`src/include/fwkl_pkg.sv`:
```
package fwkl_pkg;

  // Special function register map
  localparam logic [7:0] FWKL_KEY_ADDR = 8'hB7;
  localparam logic [7:0] FWKL_PSCTL_ADDR = 8'h8F;
  localparam logic [3:0] FWKL_PSCTL_PAGE = 4'h0;
  localparam logic [7:0] FWKL_KEY_RESET = 8'h00;
  localparam logic [7:0] FWKL_PSCTL_RESET = 8'h00;

  // Key sequence values
  localparam logic [7:0] FWKL_KEY_FIRST = 8'hA5;
  localparam logic [7:0] FWKL_KEY_SECOND = 8'hF1;

  // Control field positions
  localparam int FWKL_WE_BIT = 0;
  localparam int FWKL_EE_BIT = 1;

  // Flash geometry
  localparam int FWKL_ADDR_W = 15;
  localparam int FWKL_PAGE_BITS = 9;

  // Reported lock state codes
  localparam logic [1:0] FWKL_CODE_LOCKED = 2'h0;
  localparam logic [1:0] FWKL_CODE_FIRST = 2'h1;
  localparam logic [1:0] FWKL_CODE_OPEN = 2'h2;
  localparam logic [1:0] FWKL_CODE_TRAPPED = 2'h3;

  typedef enum logic [1:0] {
    FWKL_LOCKED,
    FWKL_FIRST_KEY,
    FWKL_OPEN,
    FWKL_TRAPPED
  } fwkl_lock_t;

  // Processor special function register access
  typedef struct packed {
    logic wr;
    logic rd;
    logic [7:0] addr;
    logic [3:0] page;
    logic [7:0] wdata;
  } fwkl_sfr_req_t;

  // External data move write from the core
  typedef struct packed {
    logic wr;
    logic [FWKL_ADDR_W-1:0] addr;
    logic [7:0] data;
  } fwkl_xwr_t;

  // Command toward the flash array
  typedef struct packed {
    logic write;
    logic erase;
    logic [FWKL_ADDR_W-1:0] addr;
    logic [7:0] data;
  } fwkl_flash_cmd_t;

endpackage : fwkl_pkg

```
`src/verilog/fwkl_lock.sv`:
```
`timescale 1ns/1ps
module fwkl_lock
  import fwkl_pkg::*;
(
  input wire logic clk_sys, // 25 MHz system clock
  input wire logic reset_n, // Asynchronous device reset
  input wire fwkl_sfr_req_t sfr_req, // Register access from the core
  output logic [7:0] sfr_rdata, // Read data, registered
  output logic sfr_hit, // Read data valid this cycle
  input wire fwkl_xwr_t xwr, // External data move write
  output logic xwr_to_flash, // Move write is routed to flash
  output fwkl_flash_cmd_t flash_cmd, // Command to flash array, registered
  input wire logic flash_done, // Flash operation finished pulse
  output logic flash_busy, // Flash operation in progress
  output logic [1:0] lock_state // Current lock code
);

  typedef struct packed {
    fwkl_lock_t lock;
    logic erase_en;
    logic write_en;
    logic busy;
    logic hit;
    logic [7:0] rdata;
    fwkl_flash_cmd_t cmd;
  } fwkl_state_t;

  fwkl_state_t state;
  fwkl_state_t next_state;

  function automatic logic [1:0] lock_code(input fwkl_lock_t s);
    case (s)
      FWKL_LOCKED: lock_code = FWKL_CODE_LOCKED;
      FWKL_FIRST_KEY: lock_code = FWKL_CODE_FIRST;
      FWKL_OPEN: lock_code = FWKL_CODE_OPEN;
      default: lock_code = FWKL_CODE_TRAPPED;
    endcase
  endfunction : lock_code

  logic key_sel;
  logic ctl_sel;
  logic key_wr;
  logic ctl_wr;
  logic map_rd;
  logic flash_attempt;
  logic move_ok;
  logic op_end;

  // Next lock state after one key register write
  function automatic fwkl_lock_t key_step(
    input fwkl_lock_t s,
    input logic [7:0] d
  );
    case (s)
      FWKL_LOCKED:
      begin
        key_step = (d == FWKL_KEY_FIRST) ? FWKL_FIRST_KEY : FWKL_TRAPPED;
      end
      FWKL_FIRST_KEY:
      begin
        key_step = (d == FWKL_KEY_SECOND) ? FWKL_OPEN : FWKL_TRAPPED;
      end
      FWKL_OPEN:
      begin
        key_step = FWKL_TRAPPED;
      end
      default:
      begin
        key_step = FWKL_TRAPPED;
      end
    endcase
  endfunction : key_step

  // Erase works on whole pages, so the low address bits carry no meaning
  function automatic logic [FWKL_ADDR_W-1:0] page_base(input logic [FWKL_ADDR_W-1:0] a);
    page_base = a;
    page_base[FWKL_PAGE_BITS-1:0] = '0;
  endfunction : page_base

  // Unmapped addresses read as zero
  function automatic logic [7:0] read_word(
    input logic ksel,
    input logic csel,
    input fwkl_lock_t s,
    input logic we,
    input logic ee
  );
    read_word = '0;
    if (ksel)
    begin
      read_word = 8'(lock_code(s));
    end
    else if (csel)
    begin
      read_word[FWKL_WE_BIT] = we;
      read_word[FWKL_EE_BIT] = ee;
    end
  endfunction : read_word

  // Command for an accepted move write
  function automatic fwkl_flash_cmd_t move_cmd(
    input logic erase,
    input logic [FWKL_ADDR_W-1:0] a,
    input logic [7:0] d
  );
    move_cmd = '0;
    if (erase)
    begin
      move_cmd.erase = 1'b1;
      move_cmd.addr = page_base(a);
    end
    else
    begin
      move_cmd.write = 1'b1;
      move_cmd.addr = a;
      move_cmd.data = d;
    end
  endfunction : move_cmd

  assign key_sel = sfr_req.addr == FWKL_KEY_ADDR;
  assign ctl_sel = (sfr_req.addr == FWKL_PSCTL_ADDR) && (sfr_req.page == FWKL_PSCTL_PAGE);
  assign key_wr = sfr_req.wr && key_sel;
  assign ctl_wr = sfr_req.wr && ctl_sel;
  assign map_rd = sfr_req.rd && (key_sel || ctl_sel);
  assign xwr_to_flash = state.write_en;
  assign flash_attempt = xwr.wr && state.write_en;
  // a busy lock counts as closed, so a second move traps it
  assign move_ok = flash_attempt && (state.lock == FWKL_OPEN) && !state.busy;
  assign op_end = state.busy && flash_done;

  // Read strobes and command pulses last one cycle; the rest is held
  always_comb
  begin
    next_state = state;
    next_state.hit = 1'b0;
    next_state.cmd.write = 1'b0;
    next_state.cmd.erase = 1'b0;
    // Read data holds until the next read so a slow reader still sees it
    if (sfr_req.rd)
    begin
      next_state.hit = map_rd;
      next_state.rdata = read_word(key_sel, ctl_sel, state.lock,
                                   state.write_en, state.erase_en);
    end
    // Enables are plain storage and never touch the lock
    if (ctl_wr)
    begin
      next_state.write_en = sfr_req.wdata[FWKL_WE_BIT];
      next_state.erase_en = sfr_req.wdata[FWKL_EE_BIT];
    end
    if (key_wr)
    begin
      next_state.lock = key_step(state.lock, sfr_req.wdata);
    end
    if (move_ok)
    begin
      next_state.busy = 1'b1;
      next_state.cmd = move_cmd(state.erase_en, xwr.addr, xwr.data);
    end
    else if (flash_attempt)
    begin
      next_state.lock = FWKL_TRAPPED;
    end
    // A trap raised in the cycle an operation ends must win over the relock
    if (op_end)
    begin
      next_state.busy = 1'b0;
      if (next_state.lock == FWKL_OPEN)
      begin
        next_state.lock = FWKL_LOCKED;
      end
    end
  end

  always_ff @(posedge clk_sys or negedge reset_n)
  begin
    if (!reset_n)
    begin
      state <= '{
        lock: FWKL_LOCKED,
        erase_en: FWKL_PSCTL_RESET[FWKL_EE_BIT],
        write_en: FWKL_PSCTL_RESET[FWKL_WE_BIT],
        busy: 1'b0,
        hit: 1'b0,
        rdata: FWKL_KEY_RESET,
        cmd: '0
      };
    end
    else
    begin
      state <= next_state;
    end
  end

  assign sfr_rdata = state.rdata;
  assign sfr_hit = state.hit;
  assign flash_cmd = state.cmd;
  assign flash_busy = state.busy;
  assign lock_state = lock_code(state.lock);

endmodule : fwkl_lock

```
`config.mk`:
```
export PLATFORM = sky130hd
export DESIGN_NAME = fwkl_lock
export DESIGN_NICKNAME = d
export VERILOG_FILES = /design/src/include/fwkl_pkg.sv /design/src/verilog/fwkl_lock.sv
export SDC_FILE = /design/constraint.sdc
export NUM_CORES = 1
export LEC_CHECK = 0
export ABC_AREA = 1
export ABC_CLOCK_PERIOD_IN_PS = 1900
export BUFFER_PORTS_ARGS = -buffer_cell sky130_fd_sc_hd__buf_2
export CAP_MARGIN = 0
export CORE_ASPECT_RATIO = 0.6
export CORE_UTILIZATION = 41
export CTS_BUF_LIST = sky130_fd_sc_hd__clkbuf_16
export CTS_CLUSTER_DIAMETER = 200
export DETAILED_ROUTE_END_ITERATION = 8
export GPL_TIMING_DRIVEN = 0
export HOLD_SLACK_MARGIN = 0.06
export PLACE_DENSITY = 0.73
export SETUP_SLACK_MARGIN = 0.4
export SYNTH_ARGS = -nofsm -noshare
export SYNTH_HDL_FRONTEND = slang
export SYNTH_SLANG_ARGS = --single-unit
```
`constraint.sdc`:
```
create_clock -name clk_sys -period 1.9 [get_ports clk_sys]
set_input_delay 0.095 -clock clk_sys [delete_from_list [all_inputs] [get_ports clk_sys]]
set_output_delay 0.095 -clock clk_sys [all_outputs]
set_load 0.01 [all_outputs]
```
==> results.md <==
* Largest net degree at the start of global routing at 34
* Leakage at about 1.6 nW
* Number of distinct library cell variants in the gate-level netlist after synthesis at 21
* Die footprint at 4490 um^2
* Combined buffer and inverter count along the critical path at 4
* Category of the worst setup path launch point: flip-flop
* Register area share after synthesis at 0.478
* Share of power burned in registers at 0.439
* Yosys warning count at 0
* Required time reported for the critical path endpoint at around 2.1 ns
* Areal power density over the cells at ~630 nW/um^2
* Post-synthesis sequential element count at 33
* Part of the total power dissipated in the clock network at 0.449
* Clock skew after layout at 0.00485 ns
* Routability Congestion at 0.851
* Peak supply drop at 409 uV
* Pint at between 0.001 and 0.0015 W
* Fmax at 736 MHz
* DRC marker count from the first detailed-route iteration at 71
* Area of all sequential standard cells at about 830 um^2
* Highest cell delay on the worst timing path at 0.40 ns
* Hold violation total from the final report at 0
* Switching share of power at 0.218
* Post-CTS Resized at 0
* Rel. slew slack at 0.521
* Most frequent cells in the layout: sky130_fd_sc_hd__nand2_1, sky130_fd_sc_hd__buf_2, sky130_fd_sc_hd__buf_4, sky130_fd_sc_hd__dfrtp_1, sky130_fd_sc_hd__dlygate4sd3_1
* Number of core rows at 17
* Via Count at 1623
* TritonCTS clock tree: done
* Fin Hold WS at 0.0649 ns
* Initial antenna violation count at 0
* Pins over their slew limit at 0
* Number of fillers in the final layout at 333
* Post-route fraction of the period consumed by the critical path at 0.715
* First drt pass iteration count at 4
* Placed wire-length estimate at approximately 2.9 mm
* Worst setup path class: flip-flop to flip-flop
* Final wirelength at 4.09 mm
* Placement Setup Slack at 0.548 ns
* Synth Cell Area at ~1700 um^2
* Series of cell instances along the critical path: nand2_1 > clkinv_1 > nand4_4 > inv_4 > nand2_4 > inv_6 > buf_12 > nand2_2 > nand2_1
* Transition at the pin with the smallest max-transition slack at between 0.7 and 0.8 ns
* Clock tree root driver cell: sky130_fd_sc_hd__clkbuf_16
* DR WL/cell at about 10 um
* Worst Hold Class: primary input to flip-flop
* Total clock buffers created by CTS at 5
* Time the worst path needs with I/O delays and setup at 1.36 ns
* Area added between synthesis and finish at 51.4%
* Horiz. Die Dim at 85.8 um
* Combinational group share of total power at 0.112
* Nets@finish at approximately 380
* Grt ovf at 0
* Max stage delay cell, worst path: sky130_fd_sc_hd__dfrtp_1
* Clock Path Buffers at 2
* Remaining routing DRC violations at 0
* Worst Setup Slack, final at around 0.54 ns
* Maximum capacitance violations at 0
* Maximum fanout count along the critical path at 10
* Average cell area after synthesis at around 8 um^2
* Clock transition at path regs at 0.05 ns
* Average vias per placed instance at 4.16
* First-pass GRT wire length at between 6 and 7 mm
* Effective utilization at floorplan at 0.449
* Chip height at ~52 um
* DRT antenna net count at 0
* Input/output buffers at 80
* CP Capture Type: flip-flop
* Final setup violation count at 0
* Total Routing Usage GR at 0.199
* Placeable core region at around 3800 um^2
* Clock tree sinks at 33
* Switching power of the nets at 0.000360 W
* Setup repair after global routing missed its margin: no
* Later-pin clock latency in the skew report at 0.27 ns
* Number of cells produced by synthesis at 214
* Setup TNS Final at 0 ns
* Number of levels in the clock H-tree at 2
* Data arrival time of the critical path at approximately 1.6 ns
* CP top delay family: buffers and inverters
* Multi-input gate area in the final layout at 572 um^2
* Most Frequent Cell on Critical Path: sky130_fd_sc_hd__nand2_1
* Outcome: completed
* IO Pins at between 80 and 90
* Number of global-route vias before repair at 1516
* Fraction of layout cells with a size suffix above 1 at 0.408
* Ant diodes at 0
synthesized netlist by cell type:
cell type | instances | share of area
sky130_fd_sc_hd__clkinv_1 | 1 | 0.0022
sky130_fd_sc_hd__inv_2 | 1 | 0.0022
sky130_fd_sc_hd__inv_4 | 1 | 0.0036
sky130_fd_sc_hd__nor3_1 | 3 | 0.0087
sky130_fd_sc_hd__a21boi_0 | 1 | 0.0043
sky130_fd_sc_hd__nand4_1 | 2 | 0.0072
sky130_fd_sc_hd__inv_1 | 11 | 0.024
sky130_fd_sc_hd__inv_6 | 1 | 0.0051
sky130_fd_sc_hd__conb_1 | 1 | 0.0022
sky130_fd_sc_hd__nand3_1 | 5 | 0.014
sky130_fd_sc_hd__dfrtp_1 | 33 | 0.48
sky130_fd_sc_hd__nand2_1 | 82 | 0.18
sky130_fd_sc_hd__nand2_4 | 1 | 0.0065
sky130_fd_sc_hd__nand4_4 | 1 | 0.012
sky130_fd_sc_hd__nor2_1 | 18 | 0.039
sky130_fd_sc_hd__buf_2 | 2 | 0.0058
sky130_fd_sc_hd__nand2_2 | 9 | 0.033
sky130_fd_sc_hd__o21ai_0 | 5 | 0.014
sky130_fd_sc_hd__clkbuf_1 | 2 | 0.0043
sky130_fd_sc_hd__buf_12 | 1 | 0.012
sky130_fd_sc_hd__buf_4 | 33 | 0.14
cell families after synthesis:
family / synth area share
and+or+nand+nor: 0.299
DFF: 0.478
buffers and inverters: 0.202
other: 0.00217
AOI/OAI and AO/OA: 0.0188
stage by stage:
stage / cells / utilization / total power (W) / instance area (um^2)
final: 390 / 0.680 / 0.00165 / 2620
after global routing: 390 / 0.680 / 0.00173 / 2620
after CTS: 390 / 0.680 / 0.00166 / 2620
after detailed placement: 356 / 0.576 / 0.000881 / 2220
after global placement: 356 / 0.576 / 0.000879 / 2220
after floorplan: 219 / - / 0.000795 / 1750
power groups by stage:
stage | logic, W | registers [W] | clock network (W)
4_1_cts | 0.000186 | 0.000726 | 0.000751
3_5_place_dp | 0.000144 | 0.000737 | 0
2_1_floorplan | 0.0000604 | 0.000735 | 0
5_1_grt | 0.000208 | 0.000726 | 0.000797
6_report | 0.000186 | 0.000726 | 0.000742
3_3_place_gp | 0.000142 | 0.000737 | 0
tightest hold or removal path: stages:
cell and delay (ns):
sky130_fd_sc_hd__buf_2 0.09, sky130_fd_sc_hd__nand2_1 0.05, sky130_fd_sc_hd__o21ai_0 0.06
final timing paths:
kind,start,end,slack (ns),cells after the start
setup / recovery,xwr_to_flash,flash_cmd[1],0.54,9
hold / removal,sfr_req[1],state[36],0.06,3
setup reg to reg,xwr_to_flash,flash_cmd[1],0.54,9
hold reg to reg,flash_cmd[18],flash_cmd[18],0.48,2
max in group asynchronous,reset_n,flash_cmd[16],1.02,2
min in group asynchronous,reset_n,flash_cmd[21],0.41,2
cell type report:
cell class,instances,area share
Buffer,38,0.109
Clock buffer,5,0.0478
Clock inverter,3,0.00478
Inverter,15,0.0244
Multi-Input combinational cell,133,0.219
Sequential cell,33,0.316
Tap cell,57,0.0273
Timing Repair Buffer,106,0.253
state kept, by name, indices dropped and copies added (netlist names):
signal,cells
flash_busy,1
xwr_to_flash,1
sfr_rdata,2
state,3
flash_cmd,25
sfr_hit,1
timing repair:
item                      CTS  global route
hold buffers               26             0
hold endpoints to repair   58             0
setup buffers               0             0
per-layer routing:
metal / part of all wire / global-route usage / routed length (um) / vias to the layer above
met5: 0 / 0 / 0 / -
met4: 0.019 / 0.0500 / 76 / 0
met3: 0.061 / 0.0551 / 251 / 10
met2: 0.45 / 0.329 / 1830 / 53
met1: 0.47 / 0.260 / 1930 / 715
li1: - / - / - / 845
Power figures use the tool's default switching activity.
